--- src/fmh_defines.vh ---
// Timing and width constants for the nonvolatile SRAM-style memory host controller
`ifndef FMH_DEFINES_VH
`define FMH_DEFINES_VH
`define FMH_CLK_PS 4000
`define FMH_PU_NS 1000000
`define FMH_WAKE_NS 450000
`define FMH_COL_NS 15
`define FMH_ACC_NS 90
`define FMH_WP_NS 25
`define FMH_PC_NS 30
`define FMH_SLP_MIN_NS 1000
`define FMH_CYC(ns) (((ns) * 1000 + `FMH_CLK_PS - 1) / `FMH_CLK_PS)
`define FMH_ADDR_W 16
`define FMH_DATA_W 16
`define FMH_CNT_W 20
`define FMH_CNT_ONE 20'h00001
`endif

--- src/fmh_host.v ---
// Host sequencer driving the asynchronous SRAM-style pins of the nonvolatile memory
// Notes on behaviour
// RQ1: Device decodes sleep, standby, read, precharge and page read from pins.
// RQ2: Device latches write data when chip-select or write-strobe first rises.
// RQ3: Strobe-controlled write starts as read, becomes write on strobe fall.
// RQ4: Host holds column bits steady at least 15 ns per page column.
// RQ5: Device drives only selected byte lanes on reads with output-gate low.
// RQ6: Device writes only selected byte lanes, masking deselected ones.
// RQ7: Outputs disabled when strobe and output-gate high, or both lanes deselected.
// RQ8: Host may tie lane selects low only without byte writes.
// RQ9: Host waits at least 1 ms after power-up before first access.
// RQ10: Device floats data lines within 20 ns of sleep request.
// RQ11: Device ignores chip-select once sleep request goes low.
// RQ12: Host may request sleep immediately after the last write.
// RQ13: Host waits 450 us after waking before the first access.
// RQ14: Every wait converts to clock cycles, rounded up, before advancing.
`timescale 1ns/1ps
`include "fmh_defines.vh"
module fmh_host #(
    parameter PU_CYC = `FMH_CYC(`FMH_PU_NS),
    parameter WAKE_CYC = `FMH_CYC(`FMH_WAKE_NS)
) (
    // Clock and reset
    input wire clk,
    input wire arst_n,
    // User request side
    input wire req_valid,
    output wire req_ready,
    input wire req_write,
    input wire [`FMH_ADDR_W-1:0] req_addr,
    input wire [`FMH_DATA_W-1:0] req_wdata,
    input wire [1:0] req_lane_n,
    input wire sleep_cmd,
    output reg rsp_valid_ff,
    output reg [`FMH_DATA_W-1:0] rsp_rdata_ff,
    output reg asleep_ff,
    // Memory pins
    output reg chip_select_n_ff,
    output reg write_strobe_n_ff,
    output reg output_gate_n_ff,
    output reg upper_lane_select_n_ff,
    output reg lower_lane_select_n_ff,
    output reg sleep_request_n_ff,
    output reg [`FMH_ADDR_W-1:0] addr_ff,
    input wire [`FMH_DATA_W-1:0] data_lines_in,
    output reg [`FMH_DATA_W-1:0] data_lines_out_ff,
    output reg data_lines_oe_ff
);

// ----------------------------------------
// States and counts
// ----------------------------------------
localparam [6:0] ST_PWRUP = 7'h01;
localparam [6:0] ST_IDLE = 7'h02;
localparam [6:0] ST_READ = 7'h04;
localparam [6:0] ST_WADR = 7'h08;
localparam [6:0] ST_WSTR = 7'h10;
localparam [6:0] ST_PCHG = 7'h20;
localparam [6:0] ST_SLEEP = 7'h40;
// Wait lengths in whole clock cycles, rounded up
localparam integer ACC_N = `FMH_CYC(`FMH_ACC_NS);
localparam integer WP_N = `FMH_CYC(`FMH_WP_NS);
localparam integer PC_N = `FMH_CYC(`FMH_PC_NS);
localparam integer SLP_MIN_N = `FMH_CYC(`FMH_SLP_MIN_NS);
localparam integer PU_N = PU_CYC;
localparam integer WAKE_N = WAKE_CYC;
// Counter-width copies; the longest wait fits the counter
localparam [`FMH_CNT_W-1:0] ACC_CYC = ACC_N[`FMH_CNT_W-1:0];
localparam [`FMH_CNT_W-1:0] WP_CYC = WP_N[`FMH_CNT_W-1:0];
localparam [`FMH_CNT_W-1:0] PC_CYC = PC_N[`FMH_CNT_W-1:0];
localparam [`FMH_CNT_W-1:0] SLP_MIN_CYC = SLP_MIN_N[`FMH_CNT_W-1:0];
localparam [`FMH_CNT_W-1:0] PU_W = PU_N[`FMH_CNT_W-1:0];
localparam [`FMH_CNT_W-1:0] WAKE_W = WAKE_N[`FMH_CNT_W-1:0];

// Sequencer state, shared wait counter, wake phase flag
reg [6:0] state_ff;
reg [`FMH_CNT_W-1:0] cnt_ff;
reg wake_ff;

// Ready only when idle, pins settled
assign req_ready = (state_ff == ST_IDLE) && !sleep_cmd;

// ----------------------------------------
// Sequencer
// ----------------------------------------
// Every pin comes from a flop, so no glitch reaches the memory
always @(posedge clk or negedge arst_n) begin
    if (!arst_n) begin
        // All strobes inactive and the data bus released
        state_ff <= ST_PWRUP;
        cnt_ff <= {`FMH_CNT_W{1'b0}};
        wake_ff <= 1'b0;
        rsp_valid_ff <= 1'b0;
        rsp_rdata_ff <= {`FMH_DATA_W{1'b0}};
        asleep_ff <= 1'b0;
        chip_select_n_ff <= 1'b1;
        write_strobe_n_ff <= 1'b1;
        output_gate_n_ff <= 1'b1;
        upper_lane_select_n_ff <= 1'b1;
        lower_lane_select_n_ff <= 1'b1;
        sleep_request_n_ff <= 1'b1;
        addr_ff <= {`FMH_ADDR_W{1'b0}};
        data_lines_out_ff <= {`FMH_DATA_W{1'b0}};
        data_lines_oe_ff <= 1'b0;
    end else begin
        // Response is a one-cycle pulse by default
        rsp_valid_ff <= 1'b0;
        case (state_ff)
            // RQ9: power-up wait
            ST_PWRUP: begin
                // Every pin held inactive until the wait ends
                if (cnt_ff >= PU_W - `FMH_CNT_ONE) begin
                    state_ff <= ST_IDLE;
                    cnt_ff <= {`FMH_CNT_W{1'b0}};
                end else begin
                    cnt_ff <= cnt_ff + `FMH_CNT_ONE;
                end
            end
            ST_IDLE: begin
                // Sleep has priority over a waiting request
                if (sleep_cmd) begin
                    // RQ12: sleep right after a write's precharge
                    sleep_request_n_ff <= 1'b0;
                    asleep_ff <= 1'b1;
                    cnt_ff <= {`FMH_CNT_W{1'b0}};
                    wake_ff <= 1'b0;
                    state_ff <= ST_SLEEP;
                end else if (req_valid) begin
                    // Address, lanes and data latched at take, held to the end
                    // RQ8: lane selects driven from request at each take
                    addr_ff <= req_addr;
                    upper_lane_select_n_ff <= req_lane_n[1];
                    lower_lane_select_n_ff <= req_lane_n[0];
                    chip_select_n_ff <= 1'b0;
                    cnt_ff <= {`FMH_CNT_W{1'b0}};
                    if (req_write) begin
                        data_lines_out_ff <= req_wdata;
                        state_ff <= ST_WADR;
                    end else begin
                        output_gate_n_ff <= 1'b0;
                        state_ff <= ST_READ;
                    end
                end
            end
            // RQ4: address and columns held whole access
            ST_READ: begin
                // Sample data on the last access cycle, then release strobes
                if (cnt_ff >= ACC_CYC - `FMH_CNT_ONE) begin
                    rsp_rdata_ff <= data_lines_in;
                    rsp_valid_ff <= 1'b1;
                    chip_select_n_ff <= 1'b1;
                    output_gate_n_ff <= 1'b1;
                    cnt_ff <= {`FMH_CNT_W{1'b0}};
                    state_ff <= ST_PCHG;
                end else begin
                    cnt_ff <= cnt_ff + `FMH_CNT_ONE;
                end
            end
            // RQ3: write begins as read, strobe falls next
            ST_WADR: begin
                // Bus driven with the strobe fall; outputs already off
                write_strobe_n_ff <= 1'b0;
                data_lines_oe_ff <= 1'b1;
                state_ff <= ST_WSTR;
            end
            // RQ2: strobes rise together, data still held
            ST_WSTR: begin
                // Stretch for access time and strobe width, whichever is longer
                if (cnt_ff >= ACC_CYC - `FMH_CNT_ONE && cnt_ff >= WP_CYC - `FMH_CNT_ONE) begin
                    write_strobe_n_ff <= 1'b1;
                    chip_select_n_ff <= 1'b1;
                    rsp_valid_ff <= 1'b1;
                    cnt_ff <= {`FMH_CNT_W{1'b0}};
                    state_ff <= ST_PCHG;
                end else begin
                    cnt_ff <= cnt_ff + `FMH_CNT_ONE;
                end
            end
            // Precharge after chip-select rise
            ST_PCHG: begin
                // Bus released one cycle after the strobes rise
                data_lines_oe_ff <= 1'b0;
                upper_lane_select_n_ff <= 1'b1;
                lower_lane_select_n_ff <= 1'b1;
                if (cnt_ff >= PC_CYC - `FMH_CNT_ONE) begin
                    cnt_ff <= {`FMH_CNT_W{1'b0}};
                    state_ff <= ST_IDLE;
                end else begin
                    cnt_ff <= cnt_ff + `FMH_CNT_ONE;
                end
            end
            // RQ13: minimum low time, then wake wait
            ST_SLEEP: begin
                // Chip-select stays high; the device ignores it while asleep
                if (!wake_ff) begin
                    // Wake only after the minimum low time and a released command
                    if (cnt_ff >= SLP_MIN_CYC - `FMH_CNT_ONE) begin
                        if (!sleep_cmd) begin
                            sleep_request_n_ff <= 1'b1;
                            wake_ff <= 1'b1;
                            cnt_ff <= {`FMH_CNT_W{1'b0}};
                        end
                    end else begin
                        cnt_ff <= cnt_ff + `FMH_CNT_ONE;
                    end
                end else if (cnt_ff >= WAKE_W - `FMH_CNT_ONE) begin
                    // RQ14: all waits rounded up to cycles
                    asleep_ff <= 1'b0;
                    wake_ff <= 1'b0;
                    cnt_ff <= {`FMH_CNT_W{1'b0}};
                    state_ff <= ST_IDLE;
                end else begin
                    cnt_ff <= cnt_ff + `FMH_CNT_ONE;
                end
            end
            // Illegal code recovers through the power-up wait
            default: begin
                state_ff <= ST_PWRUP;
                cnt_ff <= {`FMH_CNT_W{1'b0}};
            end
        endcase
    end
end

endmodule

--- config.mk ---
export PLATFORM = sky130hd
export DESIGN_NAME = fmh_host
export DESIGN_NICKNAME = d
export VERILOG_FILES = /design/src/fmh_host.v
export VERILOG_INCLUDE_DIRS = /design/src /design/src/src
export SDC_FILE = /design/constraint.sdc
export NUM_CORES = 1
export LEC_CHECK = 0
export ABC_AREA = 1
export BUFFER_PORTS_ARGS = -buffer_cell sky130_fd_sc_hd__buf_2
export CAP_MARGIN = 20
export CORE_MARGIN = 8
export CORE_UTILIZATION = 30
export DETAILED_ROUTE_END_ITERATION = 10
export PLACE_DENSITY = 0.51
export SLEW_MARGIN = 20
export SYNTH_ARGS = -nofsm -noshare
export SYNTH_HDL_FRONTEND = slang
export SYNTH_SLANG_ARGS = --single-unit
--- constraint.sdc ---
create_clock -name clk -period 1.8 [get_ports clk]
set_input_delay 0.18 -clock clk [delete_from_list [all_inputs] [get_ports clk]]
set_output_delay 0.18 -clock clk [all_outputs]
set_load 0.01 [all_outputs]
==> impl_metrics.env, run 1 <==
export IMPL_status="completed"
export IMPL_cts_sinks=85
export IMPL_hold_path_class="in -> reg"
export IMPL_cts_root_buf="clkbuf_16"
export IMPL_crit_family="simple AND/OR/NAND/NOR gates"
export IMPL_min_period_ps=1780
export IMPL_worst_setup_path_end_kind="register"
export IMPL_drt_first_pass_iters=4
export IMPL_met1Wirelength_mm=5.39
export IMPL_drt_total_wl_mm=12.2
export IMPL_initial_core_util_pct=30.3
export IMPL_syn_area_sq_um=4360
export IMPL_crit_arrival_ps=2000
export IMPL_grt_pass1_wl_mm=18.2
export IMPL_via_per_inst=4.51
export IMPL_tightestPinTransition_ps=402
export IMPL_ir_worst_vdd_v=0.000424
export IMPL_placed_area_sq_um=5220
export IMPL_dr_first_iter_drc_count=160
export IMPL_regArea_sq_um=2140
export IMPL_skew_ps=10.1
export IMPL_whs_path_depth=3
export IMPL_finalCoreUtilization_pct=41.4
export IMPL_nNetsFinal=736
export IMPL_row_count=44
export IMPL_crit_type="reg -> reg"
export IMPL_crit_chain="buf_12 -> nor2_1 -> nand2_1 -> nor2_2 -> nand3_2 -> nand2_4 -> clkbuf_16 -> mux2_2"
export IMPL_design_area_sq_um=5950
export IMPL_ys_warn_count=0
export IMPL_rsz0062_at_grt="true"
export IMPL_top_layer_used="met4"
export IMPL_clk_pin_slew_ps=70
export IMPL_wl_met3_microns=728
export IMPL_via_count=3907
export IMPL_ios=113
export IMPL_pwr_density_cell_nw_per_um2=691
export IMPL_place_ws_ps=-0.104
export IMPL_multi_input_area_sq_um=2170
export IMPL_report_final_slew_viol_count=0
export IMPL_fill_cells=1435
export IMPL_cts_inserted_buffers=9
export IMPL_first_global_vias=3733
export IMPL_hpwlAfterDp_mm=8.60
export IMPL_area_growth_pct=36.7
export IMPL_finalCritPeriodShare_pct=99.0
export IMPL_antenna_cells=0
export IMPL_crit_slowest_cell="dfrtp_2"
export IMPL_fin_ws_ps=18.5
export IMPL_path_depth=8
export IMPL_max_slew_margin_pct=73.2
export IMPL_design_core_area_sq_um=14400
export IMPL_cts_tree="built"
export IMPL_wl_per_cell_microns=14.1
export IMPL_critPathMaxStageDelay_ps=430
export IMPL_overflow=0
export IMPL_finalWeightedCongestion=0.827
export IMPL_antenna_left=0
export IMPL_drc=0
export IMPL_leakage_nw=3.15
export IMPL_critPathBufInv=2
export IMPL_io_buffers=112
export IMPL_syn_inst=527
export IMPL_p_total_mw=4.11
export IMPL_crit_fanout=9
export IMPL_timing_fmax_mhz=561
export IMPL_maxCapViolCount=0
export IMPL_die_x_microns=136
export IMPL_synth_cell_types=34
export IMPL_setup_violations=0
export IMPL_track_usage_pct=12.2
export IMPL_antenna_found_initial=0
export IMPL_synth_nets=586
export IMPL_worstSkewPairLatency_ps=330
export IMPL_reg2reg_depth=8
export IMPL_ys_ff_latch=85
export IMPL_yosysSeqAreaShare_pct=49.0
export IMPL_worst_hold_slack_ps=36.3
export IMPL_final_hold_violation_count=0
export IMPL_layout_drive_gt1_share_pct=38.4
export IMPL_dieArea_sq_um=18600
export IMPL_cts_buffer_depth=2
export IMPL_dr_wl_met2_mm=5.94
export IMPL_crit_required_ps=2020
export IMPL_grt_max_degree=41
export IMPL_start_kind="register"
export IMPL_die_h_microns=136
export IMPL_syn_avg_cell_area_sq_um=8.26
export IMPL_cts_htree_levels=3
report_power, final:
part           total (mW)  internal, mW  switching (mW)  leakage, nW
logic               0.159        0.0764          0.0822         1.89
clock network        2.02          1.23           0.786        0.154
registers            1.94          1.93         0.00903         1.11
total                4.11          3.24           0.878         3.15
synth_stat cells (all sizes together):
master / number / share of area (%)
a21oi: 3 / 0.34
buf: 12 / 2.5
clkinv: 2 / 0.40
dfrtp: 78 / 45
dfstp: 7 / 4.2
ha: 4 / 1.1
inv: 43 / 3.7
mux2: 16 / 4.2
nand2: 225 / 20
nand3: 32 / 4.9
nand3b: 2 / 0.43
nand4: 6 / 0.86
nor2: 68 / 7.5
nor3: 3 / 0.34
o211ai: 1 / 0.17
o21a: 1 / 0.17
o21ai: 10 / 1.1
o21bai: 1 / 0.17
o22a: 2 / 0.40
o31ai: 1 / 0.17
xnor2: 2 / 0.40
xor2: 8 / 1.6
registers in the layout (all words and copies together), names as in the netlist, 7 cells and up:
signal             cells
addr_ff               16
cnt_ff                20
data_lines_out_ff     16
rsp_rdata_ff          16
state_ff               7
cell usage in the layout (no fill, tap or decap), types with 4 or more instances in the layout:
cell and count:
nand3_1 20, o21ai_0 9, nand2_1 207, xor2_1 8
dfrtp_2 6, nand3_2 8, nor2_4 9, nor2_1 45
nand3_4 6, nor2_2 14, dfrtp_1 72, dfstp_2 7
buf_2 111, nand4_1 6, nand2_4 7, buf_12 4
mux2_2 15, nand2_2 11, clkbuf_16 10, buf_4 27
inv_1 34, inv_2 8
per-stage QoR:
stage | TNS, ps | instances
final | 0 | 866
after global routing | -923 | 866
after floorplan | 0 | 527
after detailed placement | -0.104 | 830
after CTS | 0 | 847
after global placement | 0 | 830
layout make-up:
| cell class | instances | share of cell area, % |
|---|---|---|
| clock buffer | 10 | 3.85 |
| clock inverter | 6 | 1.58 |
| inverter | 45 | 3.17 |
| multi-input combinational | 390 | 36.5 |
| sequential | 85 | 36.0 |
| tap | 184 | 3.87 |
| timing repair buffer | 146 | 15.1 |
path summary, 6_finish.rpt:
| path | slack, ps | end | startpoint |
|---|---|---|---|
| max in group asynchronous | 850 | output_gate_n_ff$_DFFE_PN1P_ | arst_n |
| min in group asynchronous | 320 | cnt_ff[6]$_DFFE_PN0P_ | arst_n |
| setup / recovery | 20 | rsp_rdata_ff[4]$_DFFE_PN0P_ | cnt_ff[7]$_DFFE_PN0P_ |
| hold reg to reg | 470 | output_gate_n_ff$_DFFE_PN1P_ | output_gate_n_ff$_DFFE_PN1P_ |
| setup reg to reg | 20 | rsp_rdata_ff[4]$_DFFE_PN0P_ | cnt_ff[7]$_DFFE_PN0P_ |
| hold / removal | 40 | addr_ff[12]$_DFFE_PN0P_ | req_addr[12] |
tightest hold or removal path, stage by stage:
cell     delay [ps]
buf_2            80
nand2_1          40
nand2_1          40
what timing repair did:
action	in CTS	in global routing
cloned	0	6
resized for setup	1	56
hold buffers	1	0
setup endpoints to repair	6	57
hold endpoints to repair	26	0
pin swaps	0	26
setup buffers	0	13
metal layers:
layer,GRT usage (%),up-vias
li1,-,1950
met1,15.2,1850
met2,19.9,97
met3,3.12,10
met4,4.94,0
met5,0,-
logic make-up after synthesis:
logic type	Yosys count	synth area share (%)
mux	16	4.22
simple gates	336	34.4
compound gates	19	2.59
buf+inv	57	6.64
xor+xnor	10	2.01
fa+ha+maj	4	1.15
flops	85	49.0
Note: power is estimated with default switching activity, not from simulation.
==> run 2: changes to the inputs <==
REMOVE_ABC_BUFFERS = 1   (was not set)
==> impl_metrics.env, run 2 (synthesis gave the netlist of run 1 again) <==
export IMPL_worstSkewPairLatency_ps=340
export IMPL_min_period_ps=1760
export IMPL_crit_type="reg -> reg"
export IMPL_path_depth=7
export IMPL_critical_path_startpoint="cnt_ff[13]$_DFFE_PN0P_"
export IMPL_combPwrFrac_pct=4.0
export IMPL_cts_tree="built"
export IMPL_p_switching_uw=874
export IMPL_reg2reg_depth=7
export IMPL_pwr_density_cell_nw_per_um2=693
export IMPL_crit_end="rsp_rdata_ff[6]$_DFFE_PN0P_"
export IMPL_layout_drive_gt1_share_pct=36.0
export IMPL_drt_first_pass_iters=4
export IMPL_grt_pass1_wl_mm=18.9
export IMPL_worst_setup_path_end_kind="register"
export IMPL_ios=113
export IMPL_timing_rr_end="rsp_rdata_ff[6]$_DFFE_PN0P_"
export IMPL_nNetsFinal=727
export IMPL_antenna_found_initial=0
export IMPL_worst_hold_slack_ps=25.9
export IMPL_initial_core_util_pct=30.3
export IMPL_row_count=44
export IMPL_p_sw_share_pct=21.9
export IMPL_start_kind="register"
export IMPL_drt_total_wl_mm=12.1
export IMPL_hpwlAfterDp_mm=8.76
export IMPL_design_core_area_sq_um=14400
export IMPL_p_total_mw=4.00
export IMPL_rsz0062_at_grt="true"
export IMPL_regMostFlops="cnt_ff"
export IMPL_critPathBufInv=1
export IMPL_crit_required_ps=2030
export IMPL_layout_commonest_cell="nand2_1"
export IMPL_crit_arrival_ps=1990
export IMPL_cts_buffer_depth=2
export IMPL_report_final_slew_viol_count=0
export IMPL_timing_fmax_mhz=570
export IMPL_io_buffers=112
export IMPL_track_usage_pct=12.7
export IMPL_crit_slowest_cell="dfrtp_2"
export IMPL_dr_first_iter_drc_count=185
export IMPL_die_x_microns=136
export IMPL_hold_path_class="in -> reg"
export IMPL_largest_reg_flops=20
export IMPL_setup_violations=0
export IMPL_cts_sinks=85
export IMPL_via_count=3790
export IMPL_die_h_microns=136
export IMPL_clk_pin_slew_ps=60
export IMPL_ff2ff_setup_slack_ps=40
export IMPL_drc=0
export IMPL_crit_fanout=6
export IMPL_cts_inserted_buffers=9
export IMPL_cts_htree_levels=3
export IMPL_crit_chain="nor2_2 -> nand3_1 -> nor2_4 -> nand3_2 -> nand2_4 -> clkbuf_16 -> mux2_2"
export IMPL_layout_common_cells="212 x nand2_1, 111 x buf_2, 71 x dfrtp_1"
export IMPL_clkPwrFrac_pct=47.4
export IMPL_finalWeightedCongestion=0.813
export IMPL_antenna_left=0
export IMPL_ir_worst_vdd_v=0.000443
export IMPL_area_growth_pct=32.4
export IMPL_wl_per_cell_microns=14.1
export IMPL_max_slew_margin_pct=70.1
export IMPL_critPathMaxStageDelay_ps=450
export IMPL_reg2reg_from="cnt_ff[13]$_DFFE_PN0P_"
export IMPL_via_per_inst=4.42
export IMPL_leakage_nw=3.10
export IMPL_finalCritPeriodShare_pct=97.5
export IMPL_skew_ps=5.11
export IMPL_tightestPinTransition_ps=449
export IMPL_p_seq_share_pct=48.5
export IMPL_final_hold_violation_count=0
export IMPL_internal_power_mw=3.12
export IMPL_antenna_cells=0
export IMPL_grt_max_degree=38
export IMPL_first_global_vias=3773
export IMPL_overflow=0
export IMPL_crit_family="simple AND/OR/NAND/NOR gates"
export IMPL_cts_root_buf="clkbuf_16"
export IMPL_status="completed"
export IMPL_maxCapViolCount=0
export IMPL_dieArea_sq_um=18600
[run 2: how the worst min path moves through the flow]
stage          cells after the start         start  slack, ps                          endpoint
3_3_place_gp                       1        arst_n        170             cnt_ff[4]$_DFFE_PN0P_
4_1_cts                            3  req_wdata[4]         10  data_lines_out_ff[4]$_DFFE_PN0P_
5_1_grt                            3  req_wdata[4]         20  data_lines_out_ff[4]$_DFFE_PN0P_
2_1_floorplan                      0        arst_n       -120            addr_ff[0]$_DFFE_PN0P_
3_5_place_dp                       1        arst_n        170  data_lines_out_ff[8]$_DFFE_PN0P_
6_report                           3  req_wdata[4]         30  data_lines_out_ff[4]$_DFFE_PN0P_
[run 2: power groups by stage]
stage,logic (mW),clock network (mW),registers [mW]
after CTS,0.167,1.96,1.94
after detailed placement,0.165,0,1.98
after global routing,0.181,2.05,1.94
after global placement,0.163,0,1.97
final,0.161,1.90,1.94
after floorplan,0.0196,0,1.99
[run 2: repair_timing]
action,CTS,global route
hold buffers,1,0
setup endpoints to repair,0,51
buffers inserted,0,4
hold endpoints to repair,27,0
gates resized for setup,0,33
[run 2: routing by layer]
| layer | global-route usage (%) | vias up | routed length, microns |
|---|---|---|---|
| li1 | - | 1929 | - |
| met1 | 15.6 | 1774 | 5260 |
| met2 | 21.2 | 77 | 6110 |
| met3 | 2.64 | 10 | 538 |
| met4 | 5.06 | 0 | 193 |
| met5 | 0 | - | 0 |
[run 2: worst register-to-register path, stage by stage (launching register included)]
cell and delay (ps):
dfrtp_2 450, nor2_2 140, nand3_1 120, nor2_4 190, nand3_2 120, nand2_4 150, clkbuf_16 170, mux2_2 320
[run 2: cell type report]
cell class	instances	area (sq um)
fillers	1465	8600
flip-flops and latches	85	2140
multi-input cells	388	2070
repair buffers	139	836
clock buffers	11	243
well taps	184	230
inverters	45	181
clock inverters	5	60.1
[run 2: metrics by stage]
stage | worst slack (ps) | utilization, % | TNS [ps] | cell area [sq um] | cells
final | 44.2 | 40.1 | 0 | 5770 | 857
after global routing | -50.4 | 40.1 | -879 | 5770 | 857
after CTS | 8.75 | 38.4 | 0 | 5520 | 847
after detailed placement | 27.5 | 36.2 | 0 | 5210 | 830
after global placement | 69.1 | 36.2 | 0 | 5210 | 830
after floorplan | 17.7 | - | 0 | 4250 | 515
